[src/hdl/ts_defs.vh]
// Constants for the temperature sensor register file and alert logic.
// Assumes the includer runs on a single 100 MHz system clock.
`ifndef TS_DEFS_VH
`define TS_DEFS_VH

// Register select codes
`define TS_SEL_RESULT 2'h0
`define TS_SEL_CONFIG 2'h1
`define TS_SEL_LOWER 2'h2
`define TS_SEL_UPPER 2'h3

// Configuration first byte fields
`define TS_B1_ONE_SHOT 7
`define TS_B1_FAULT_HI 4
`define TS_B1_FAULT_LO 3
`define TS_B1_ACT_LEVEL 2
`define TS_B1_THERMO 1
`define TS_B1_SHUTDOWN 0
`define TS_RES_READBACK 2'h3

// Configuration second byte fields
`define TS_B2_RATE_HI 7
`define TS_B2_RATE_LO 6
`define TS_B2_LIMIT_FLAG 5
`define TS_B2_EXT_RANGE 4

// Reset values
`define TS_RST_FAULT 2'h0
`define TS_RST_RATE 2'h2
`define TS_RST_UPPER 16'h5000
`define TS_RST_LOWER 16'h4b00

// Fault run lengths
`define TS_RUN_0 3'h1
`define TS_RUN_1 3'h2
`define TS_RUN_2 3'h4
`define TS_RUN_3 3'h6

// Timing
`define TS_CLK_MHZ 100
`define TS_PERIOD0_MS 4000
`define TS_PERIOD1_MS 1000
`define TS_PERIOD2_MS 250
`define TS_PERIOD3_MS 125

// Sequencer states
`define TS_ST_START 2'h0
`define TS_ST_CONV 2'h1
`define TS_ST_WAIT 2'h2
`define TS_ST_SHUT 2'h3

`endif

[src/hdl/ts_regs_alert.v]
// Register file, conversion sequencer and thermal alert of the sensor.
// Assumes bus framing logic on clk_sys hands over whole bytes, and the
// converter answers each conv_start_q pulse with one conv_done pulse.
`timescale 1ns/1ps
`include "ts_defs.vh"

module ts_regs_alert #(
  parameter [31:0] PERIOD0_CYC = `TS_CLK_MHZ * 1000 * `TS_PERIOD0_MS,
  parameter [31:0] PERIOD1_CYC = `TS_CLK_MHZ * 1000 * `TS_PERIOD1_MS,
  parameter [31:0] PERIOD2_CYC = `TS_CLK_MHZ * 1000 * `TS_PERIOD2_MS,
  parameter [31:0] PERIOD3_CYC = `TS_CLK_MHZ * 1000 * `TS_PERIOD3_MS
) (
  input wire clk_sys, // System clock
  input wire reset_n, // Async reset, active low
  input wire gc_reset, // General call reset pulse
  input wire frame_edge, // Start or stop seen, restarts byte order
  input wire wr_valid, // Received byte strobe
  input wire wr_is_pointer, // Strobed byte is the pointer byte
  input wire [7:0] wr_data, // Received byte
  input wire rd_take, // Byte on rd_data_q was shifted out
  input wire alert_resp, // Device answered alert response address
  input wire conv_done, // Converter finished
  input wire [12:0] conv_data, // Converter value, 13-bit two's complement
  output reg [7:0] rd_data_q, // Byte to send next
  output reg conv_start_q, // Start one conversion
  output reg alert_oe_q, // Open-drain alert pulls low when high
  output reg alert_level_q // Logical alert pin level
);

  reg [1:0] ptr_q; // Register selected
  reg byte_q; // 0 high byte, 1 low byte
  reg [12:0] temp_q;
  reg [15:0] upper_q;
  reg [15:0] lower_q;
  reg os_q, pol_q, tm_q, sd_q, em_q, os_pend_q;
  reg [1:0] fq_q, cr_q;
  reg [1:0] st_q;
  reg [31:0] tmr_q;
  reg comp_q, int_q, arm_hi_q;
  reg [2:0] ccnt_q, icnt_q;

  // Value to register image
  function [15:0] fmt;
    input [12:0] v;
    input em;
    begin
      fmt = em ? {v, 3'h1} : {v[11:0], 4'h0};
    end
  endfunction

  // Register image to signed 13-bit value
  function [12:0] val;
    input [15:0] r;
    input em;
    begin
      val = em ? r[15:3] : {r[15], r[15:4]};
    end
  endfunction

  wire [15:0] cfg_w = {os_q, `TS_RES_READBACK, fq_q, pol_q, tm_q, sd_q,
                       cr_q, ~comp_q ^ pol_q, em_q, 4'h0};
  reg [15:0] sel_w;
  always @* begin
    case (ptr_q)
      `TS_SEL_RESULT: sel_w = fmt(temp_q, em_q);
      `TS_SEL_CONFIG: sel_w = cfg_w;
      `TS_SEL_LOWER: sel_w = lower_q;
      default: sel_w = upper_q;
    endcase
  end

  reg [2:0] run_w;
  always @* begin
    case (fq_q)
      2'h0: run_w = `TS_RUN_0;
      2'h1: run_w = `TS_RUN_1;
      2'h2: run_w = `TS_RUN_2;
      default: run_w = `TS_RUN_3;
    endcase
  end

  reg [31:0] period_w;
  always @* begin
    case (cr_q)
      2'h0: period_w = PERIOD0_CYC;
      2'h1: period_w = PERIOD1_CYC;
      2'h2: period_w = PERIOD2_CYC;
      default: period_w = PERIOD3_CYC;
    endcase
  end

  wire signed [12:0] t_s = conv_data;
  wire signed [12:0] hi_s = val(upper_q, em_q);
  wire signed [12:0] lo_s = val(lower_q, em_q);
  wire at_hi = t_s >= hi_s;
  wire below_lo = t_s < lo_s;
  wire done_w = (st_q == `TS_ST_CONV) && conv_done;
  wire cfg_hi_wr = wr_valid && !wr_is_pointer && ptr_q == `TS_SEL_CONFIG && !byte_q;
  wire sd_rise = cfg_hi_wr && wr_data[`TS_B1_SHUTDOWN] && !sd_q;
  wire c_cond = comp_q ? below_lo : at_hi;
  wire i_cond = arm_hi_q ? at_hi : below_lo;
  // Interrupt state moves only in interrupt mode, so comparator history cannot fire it
  wire i_set = tm_q && done_w && !int_q && i_cond && (icnt_q + 3'h1 >= run_w);
  // Register read, alert response or entering shutdown
  wire i_clr = tm_q && ((rd_take && byte_q == 1'b0) || alert_resp || sd_rise);
  wire alert_act = tm_q ? int_q : comp_q;

  always @(posedge clk_sys or negedge reset_n) begin
    if (!reset_n) begin
      ptr_q <= `TS_SEL_RESULT;
      byte_q <= 1'b0;
      temp_q <= 13'h0000;
      upper_q <= `TS_RST_UPPER;
      lower_q <= `TS_RST_LOWER;
      os_q <= 1'b0;
      os_pend_q <= 1'b0;
      fq_q <= `TS_RST_FAULT;
      pol_q <= 1'b0;
      tm_q <= 1'b0;
      sd_q <= 1'b0;
      cr_q <= `TS_RST_RATE;
      em_q <= 1'b0;
      st_q <= `TS_ST_START;
      tmr_q <= 32'h0000_0000;
      comp_q <= 1'b0;
      int_q <= 1'b0;
      arm_hi_q <= 1'b1;
      ccnt_q <= 3'h0;
      icnt_q <= 3'h0;
      conv_start_q <= 1'b0;
      rd_data_q <= 8'h00;
      alert_oe_q <= 1'b0;
      alert_level_q <= 1'b1;
    end else if (gc_reset) begin
      ptr_q <= `TS_SEL_RESULT;
      byte_q <= 1'b0;
      temp_q <= 13'h0000;
      upper_q <= `TS_RST_UPPER;
      lower_q <= `TS_RST_LOWER;
      os_q <= 1'b0;
      os_pend_q <= 1'b0;
      fq_q <= `TS_RST_FAULT;
      pol_q <= 1'b0;
      tm_q <= 1'b0;
      sd_q <= 1'b0;
      cr_q <= `TS_RST_RATE;
      em_q <= 1'b0;
      st_q <= `TS_ST_START;
      tmr_q <= 32'h0000_0000;
      comp_q <= 1'b0;
      int_q <= 1'b0;
      arm_hi_q <= 1'b1;
      ccnt_q <= 3'h0;
      icnt_q <= 3'h0;
      conv_start_q <= 1'b0;
      rd_data_q <= 8'h00;
      alert_oe_q <= 1'b0;
      alert_level_q <= 1'b1;
    end else begin
      conv_start_q <= 1'b0;
      // Byte order and pointer
      if (frame_edge) begin
        byte_q <= 1'b0;
      end else if (wr_valid && wr_is_pointer) begin
        ptr_q <= wr_data[1:0];
        byte_q <= 1'b0;
      end else if (wr_valid || rd_take) begin
        byte_q <= ~byte_q;
      end
      // Byte-wise register writes
      if (wr_valid && !wr_is_pointer && !frame_edge) begin
        case (ptr_q)
          `TS_SEL_CONFIG: begin
            if (!byte_q) begin
              fq_q <= wr_data[`TS_B1_FAULT_HI:`TS_B1_FAULT_LO];
              pol_q <= wr_data[`TS_B1_ACT_LEVEL];
              tm_q <= wr_data[`TS_B1_THERMO];
              sd_q <= wr_data[`TS_B1_SHUTDOWN];
              if (wr_data[`TS_B1_ONE_SHOT] && sd_q && st_q == `TS_ST_SHUT) begin
                os_pend_q <= 1'b1;
                os_q <= 1'b0;
              end
            end else begin
              cr_q <= wr_data[`TS_B2_RATE_HI:`TS_B2_RATE_LO];
              em_q <= wr_data[`TS_B2_EXT_RANGE];
            end
          end
          `TS_SEL_LOWER: begin
            if (!byte_q) lower_q[15:8] <= wr_data;
            else lower_q[7:0] <= wr_data;
          end
          `TS_SEL_UPPER: begin
            if (!byte_q) upper_q[15:8] <= wr_data;
            else upper_q[7:0] <= wr_data;
          end
          default: begin
          end
        endcase
      end
      rd_data_q <= (byte_q ^ rd_take) ? sel_w[7:0] : sel_w[15:8];

      // Conversion sequencer
      tmr_q <= tmr_q + 32'h0000_0001;
      case (st_q)
        `TS_ST_START: begin
          conv_start_q <= 1'b1;
          tmr_q <= 32'h0000_0000;
          st_q <= `TS_ST_CONV;
        end
        `TS_ST_CONV: begin
          if (conv_done) begin
            temp_q <= conv_data;
            if (sd_q) begin
              st_q <= `TS_ST_SHUT;
              if (os_pend_q) os_q <= 1'b1;
              os_pend_q <= 1'b0;
            end else begin
              st_q <= `TS_ST_WAIT;
            end
          end
        end
        `TS_ST_WAIT: begin
          if (sd_q) st_q <= `TS_ST_SHUT;
          else if (tmr_q + 32'h0000_0001 >= period_w) st_q <= `TS_ST_START;
        end
        `TS_ST_SHUT: begin
          if (!sd_q || os_pend_q) st_q <= `TS_ST_START;
        end
        default: st_q <= `TS_ST_START;
      endcase

      // Comparator hysteresis, also feeds the limit flag
      if (done_w) begin
        if (c_cond) begin
          if (ccnt_q + 3'h1 >= run_w) begin
            comp_q <= ~comp_q;
            ccnt_q <= 3'h0;
          end else begin
            ccnt_q <= ccnt_q + 3'h1;
          end
        end else begin
          ccnt_q <= 3'h0;
        end
      end

      // Interrupt alert; a set in the clear cycle wins
      if (i_set) begin
        int_q <= 1'b1;
        icnt_q <= 3'h0;
      end else if (i_clr && int_q) begin
        int_q <= 1'b0;
        arm_hi_q <= ~arm_hi_q;
      end else if (tm_q && done_w && !int_q) begin
        icnt_q <= i_cond ? icnt_q + 3'h1 : 3'h0;
      end

      alert_level_q <= alert_act ? pol_q : ~pol_q;
      alert_oe_q <= ~(alert_act ? pol_q : ~pol_q);
    end
  end

endmodule

[config.mk]
export PLATFORM = sky130hd
export DESIGN_NAME = ts_regs_alert
export DESIGN_NICKNAME = d
export VERILOG_FILES = /design/src/hdl/ts_regs_alert.v
export VERILOG_INCLUDE_DIRS = /design/src /design/src/hdl
export SDC_FILE = /design/constraint.sdc
export NUM_CORES = 1
export LEC_CHECK = 0
export BUFFER_PORTS_ARGS = -buffer_cell sky130_fd_sc_hd__buf_2
export CAP_MARGIN = 10
export CORE_AREA = 2 2 136 138
export DETAILED_ROUTE_END_ITERATION = 8
export DIE_AREA = 0 0 138 140
export SETUP_SLACK_MARGIN = 0.1
export SYNTH_ARGS = -nofsm -noshare
export SYNTH_HDL_FRONTEND = slang
export SYNTH_SLANG_ARGS = --single-unit
[constraint.sdc]
create_clock -name clk_sys -period 4.26 [get_ports clk_sys]
set_clock_uncertainty 0.1 [all_clocks]
set_input_delay 0.639 -clock clk_sys [delete_from_list [all_inputs] [get_ports clk_sys]]
set_output_delay 0.639 -clock clk_sys [all_outputs]
set_load 0.02 [all_outputs]
==> impl_metrics.csv <==
group,metric,value,unit
cells_and_area,synthToLayoutAreaGrowth,11.0,%
drt,routed_wl,17500,um
setup_path,crit_type,"reg -> reg",
floorplan,fp.dieH,140,um
setup_path,path_buf_inv,0,
global_routing,grt_pass1_vias,5459,
cells_and_area,drive_gt1_frac,0.133,
global_routing,antenna_found_initial,0,
synthesis,netlist_instances,731,
power,power_density,294,nW/um2
setup_path,critical_path.slowest_cell,"nor4_4",
floorplan,die_w,138,um
setup_path,crit_top_cell,"and3_1",
setup_path,worstPathRequired,4430,ps
timing,max_clock_freq,0.291,GHz
synthesis,synth_top_family_by_area,"simple AND/OR/NAND/NOR gates",
synthesis,synth_ff_type,"dfrtp_1",
synthesis,avgSynthCellArea,9.60,um2
cells_and_area,register_area,2820,um2
cts,cts_resized,0,
timing,maxSlewHeadroom,0.387,
setup_path,worstSetupStartpointType,"flip-flop",
place,place.port_buffers,40,
cts,cts_buffers,9,
global_routing,grt_max_degree,66,
setup_path,crit_family,"simple AND/OR/NAND/NOR gates",
timing,drv_slew,0,
synthesis,synth-xor-area-share,0.0424,
synthesis,syn_nets,820,
synthesis,syn-cell-area,7020,um2
synthesis,synth_compound_area_frac,0.108,
synthesis,ys_warn_count,0,
global_routing,grt-ovfl-total,0,
floorplan,start_util,0.395,
cts,clock_latency,360,ps
drt,drt_iter0_drc,280,
job,drv_cap,0,
timing,setup_violations,0,
cts,cts_sinks,112,
setup_path,critPathLaunch,"tmr_q[3]",
drt,vias,5322,
synthesis,synthMuxAreaShare,0.115,
synthesis,synth_edf_count,0,
cells_and_area,fillers,1770,
setup_path,crit_chain,"nand2_2 > nor4_4 > and3_1 > and3_1 > xor2_1 > ha_1 > nand4_1 > nor2_1 > a211oi_1 > o21ai_0 > nor4b_1 > a21o_1 > a32oi_1",
timing,worst_pin_slew,920,ps
drt,first_pass_iters,4,
timing,rsz0062_at_grt,"false",
setup_path,r2r_cells,13,
setup_path,crit_cells,13,
synthesis,synth_async_sr_flop_share,1.00,
setup_path,arrival,3600,ps
cells_and_area,fin_nets,850,
setup_path,end_kind,"flip-flop",
cts,cts_tree,"yes",
cells_and_area,antenna_cells,0,
cells_and_area,multiInputGateArea,3980,um2
cts,post_cts_buffers,0,
setup_path,ff2ff_setup_slack,830,ps
run_status,status,"finished, final reports clean",
setup_path,r2r_end,"st_q[1]",
setup_path,endpoint,"st_q[1]",
power,vdd.ir_drop.worst,258,uV
drt,vias_per_cell,5.35,
drt,drc,0,
power,p_leak,3.56,nW
cts,cts.path.max_buffers,2,
synthesis,synth_seq_cells,112,
synthesis,yosys.area_share.adder,0.105,
synthesis,ys_types,60,
floorplan,rows,49,
timing,layout_min_cycle_time,3430,ps
setup_path,crit_fanout,7,
synthesis,seq_area_frac_synth,0.401,
floorplan,die-area,19300,um2
drt,wl_per_cell,17.6,um
floorplan,core_area,17800,um2
timing,hold_viol_final,0,
drt,ant_nets,0,
global_routing,grtUsageTotal,0.191,
cts,clockRootBuffer,"clkbuf_16",
timing,finalCritPeriodShare,0.805,
hold_path,hold_class,"in -> async",
synthesis,synthSimpleGateAreaFrac,0.195,
cts,clkTransAtPathRegs,70,ps
place,gp_congestion,0.835,
floorplan,num_io_pins,41,
setup_path,slowest_delay,550,ps
place,hpwl,12900,um
cts,cts-hold-fix-buffers,0,
power,fin_total_pwr,2.29,mW
setup_path,r2r-start,"tmr_q[3]",
global_routing,grt_pass1_wl,29500,um
timing,setup_tns,0,ps
cts,htreeDepth,3,
[cells in the final DEF (no fill, tap or decap), types with 19 or more instances in the layout]
| cell type | count |
|---|---|
| o21ai_0 | 31 |
| dfrtp_1 | 102 |
| nand3_1 | 21 |
| mux2i_1 | 55 |
| nor2_1 | 63 |
| ha_1 | 59 |
| buf_2 | 39 |
| nand2_1 | 95 |
| inv_1 | 26 |
| nor2b_1 | 27 |
| xnor2_1 | 19 |
| a21oi_1 | 38 |
[flip-flops by register name (all words and copies together), names as in the netlist, 2 cells and up]
register and count:
st_q 2, icnt_q 3, ptr_q 2, rd_data_q 8, upper_q 16, ccnt_q 3, temp_q 13, fq_q 2
lower_q 16, tmr_q 32, cr_q 2
[area by class of cell]
| cell class | count | area share |
|---|---|---|
| clock buffer | 13 | 0.0334 |
| inverter | 27 | 0.0130 |
| sequential | 112 | 0.361 |
| timing repair buffer | 51 | 0.0366 |
| tap | 229 | 0.0368 |
| multi-input combinational | 560 | 0.511 |
| clock inverter | 3 | 0.00835 |
[cells by family (layout without fill, tap and decap cells)]
group / Yosys count / in the layout
AOI/OAI and AO/OA: 121 / 121
muxes: 71 / 71
xor gates and xnor gates: 34 / 34
and+or+nand+nor: 275 / 275
buffers and inverters: 59 / 94
adders and majority gates: 59 / 59
DFF: 112 / 112
[metal layers]
metal | wire length, um | vias up | global-route usage
met1 | 8540 | 2577 | 0.270
met3 | 577 | 18 | 0.0349
met2 | 8120 | 83 | 0.305
met5 | 0 | - | 0
li1 | - | 2644 | -
met4 | 286 | 0 | 0.0478
[where the power goes]
part / total, mW / switching (mW) / internal (mW)
Clock: 0.936 / 0.388 / 0.548
Combinational: 0.232 / 0.150 / 0.0815
Sequential: 1.12 / 0.0288 / 1.09
Total: 2.29 / 0.567 / 1.72
[metrics by stage]
step	cells	setup WS [ps]	cell area, um2	utilization	hold slack (ps)
after floorplan	731	823	7020	-	243
after global placement	978	976	7460	0.419	363
after detailed placement	978	911	7460	0.419	370
after CTS	994	855	7780	0.438	332
after global routing	995	575	7790	0.438	357
final	995	829	7790	0.438	283
[worst min path at each step]
stage                     startpoint         end  slack (ps)  cells after the start
after detailed placement  lower_q[0]  lower_q[0]         370                      2
after global routing         reset_n    tmr_q[0]         360                      1
final                        reset_n    tmr_q[4]         280                      1
after CTS                    reset_n    tmr_q[0]         330                      1
after floorplan              reset_n  alert_oe_q         240                      0
after global placement    upper_q[0]  upper_q[0]         360                      2
[synth_stat cells (13+ instances only)]
cell type / number / area share
a21oi_1: 38 / 0.027
clkbuf_1: 24 / 0.013
dfrtp_1: 103 / 0.37
ha_1: 59 / 0.11
inv_1: 26 / 0.014
mux2i_1: 55 / 0.078
nand2_1: 95 / 0.051
nand3_1: 21 / 0.015
nand4_1: 13 / 0.012
nor2_1: 63 / 0.034
nor2b_1: 27 / 0.024
nor3_1: 15 / 0.011
o21ai_0: 32 / 0.023
xnor2_1: 19 / 0.024
xor2_1: 15 / 0.019
No activity file was read; power rests on OpenSTA's default activity.
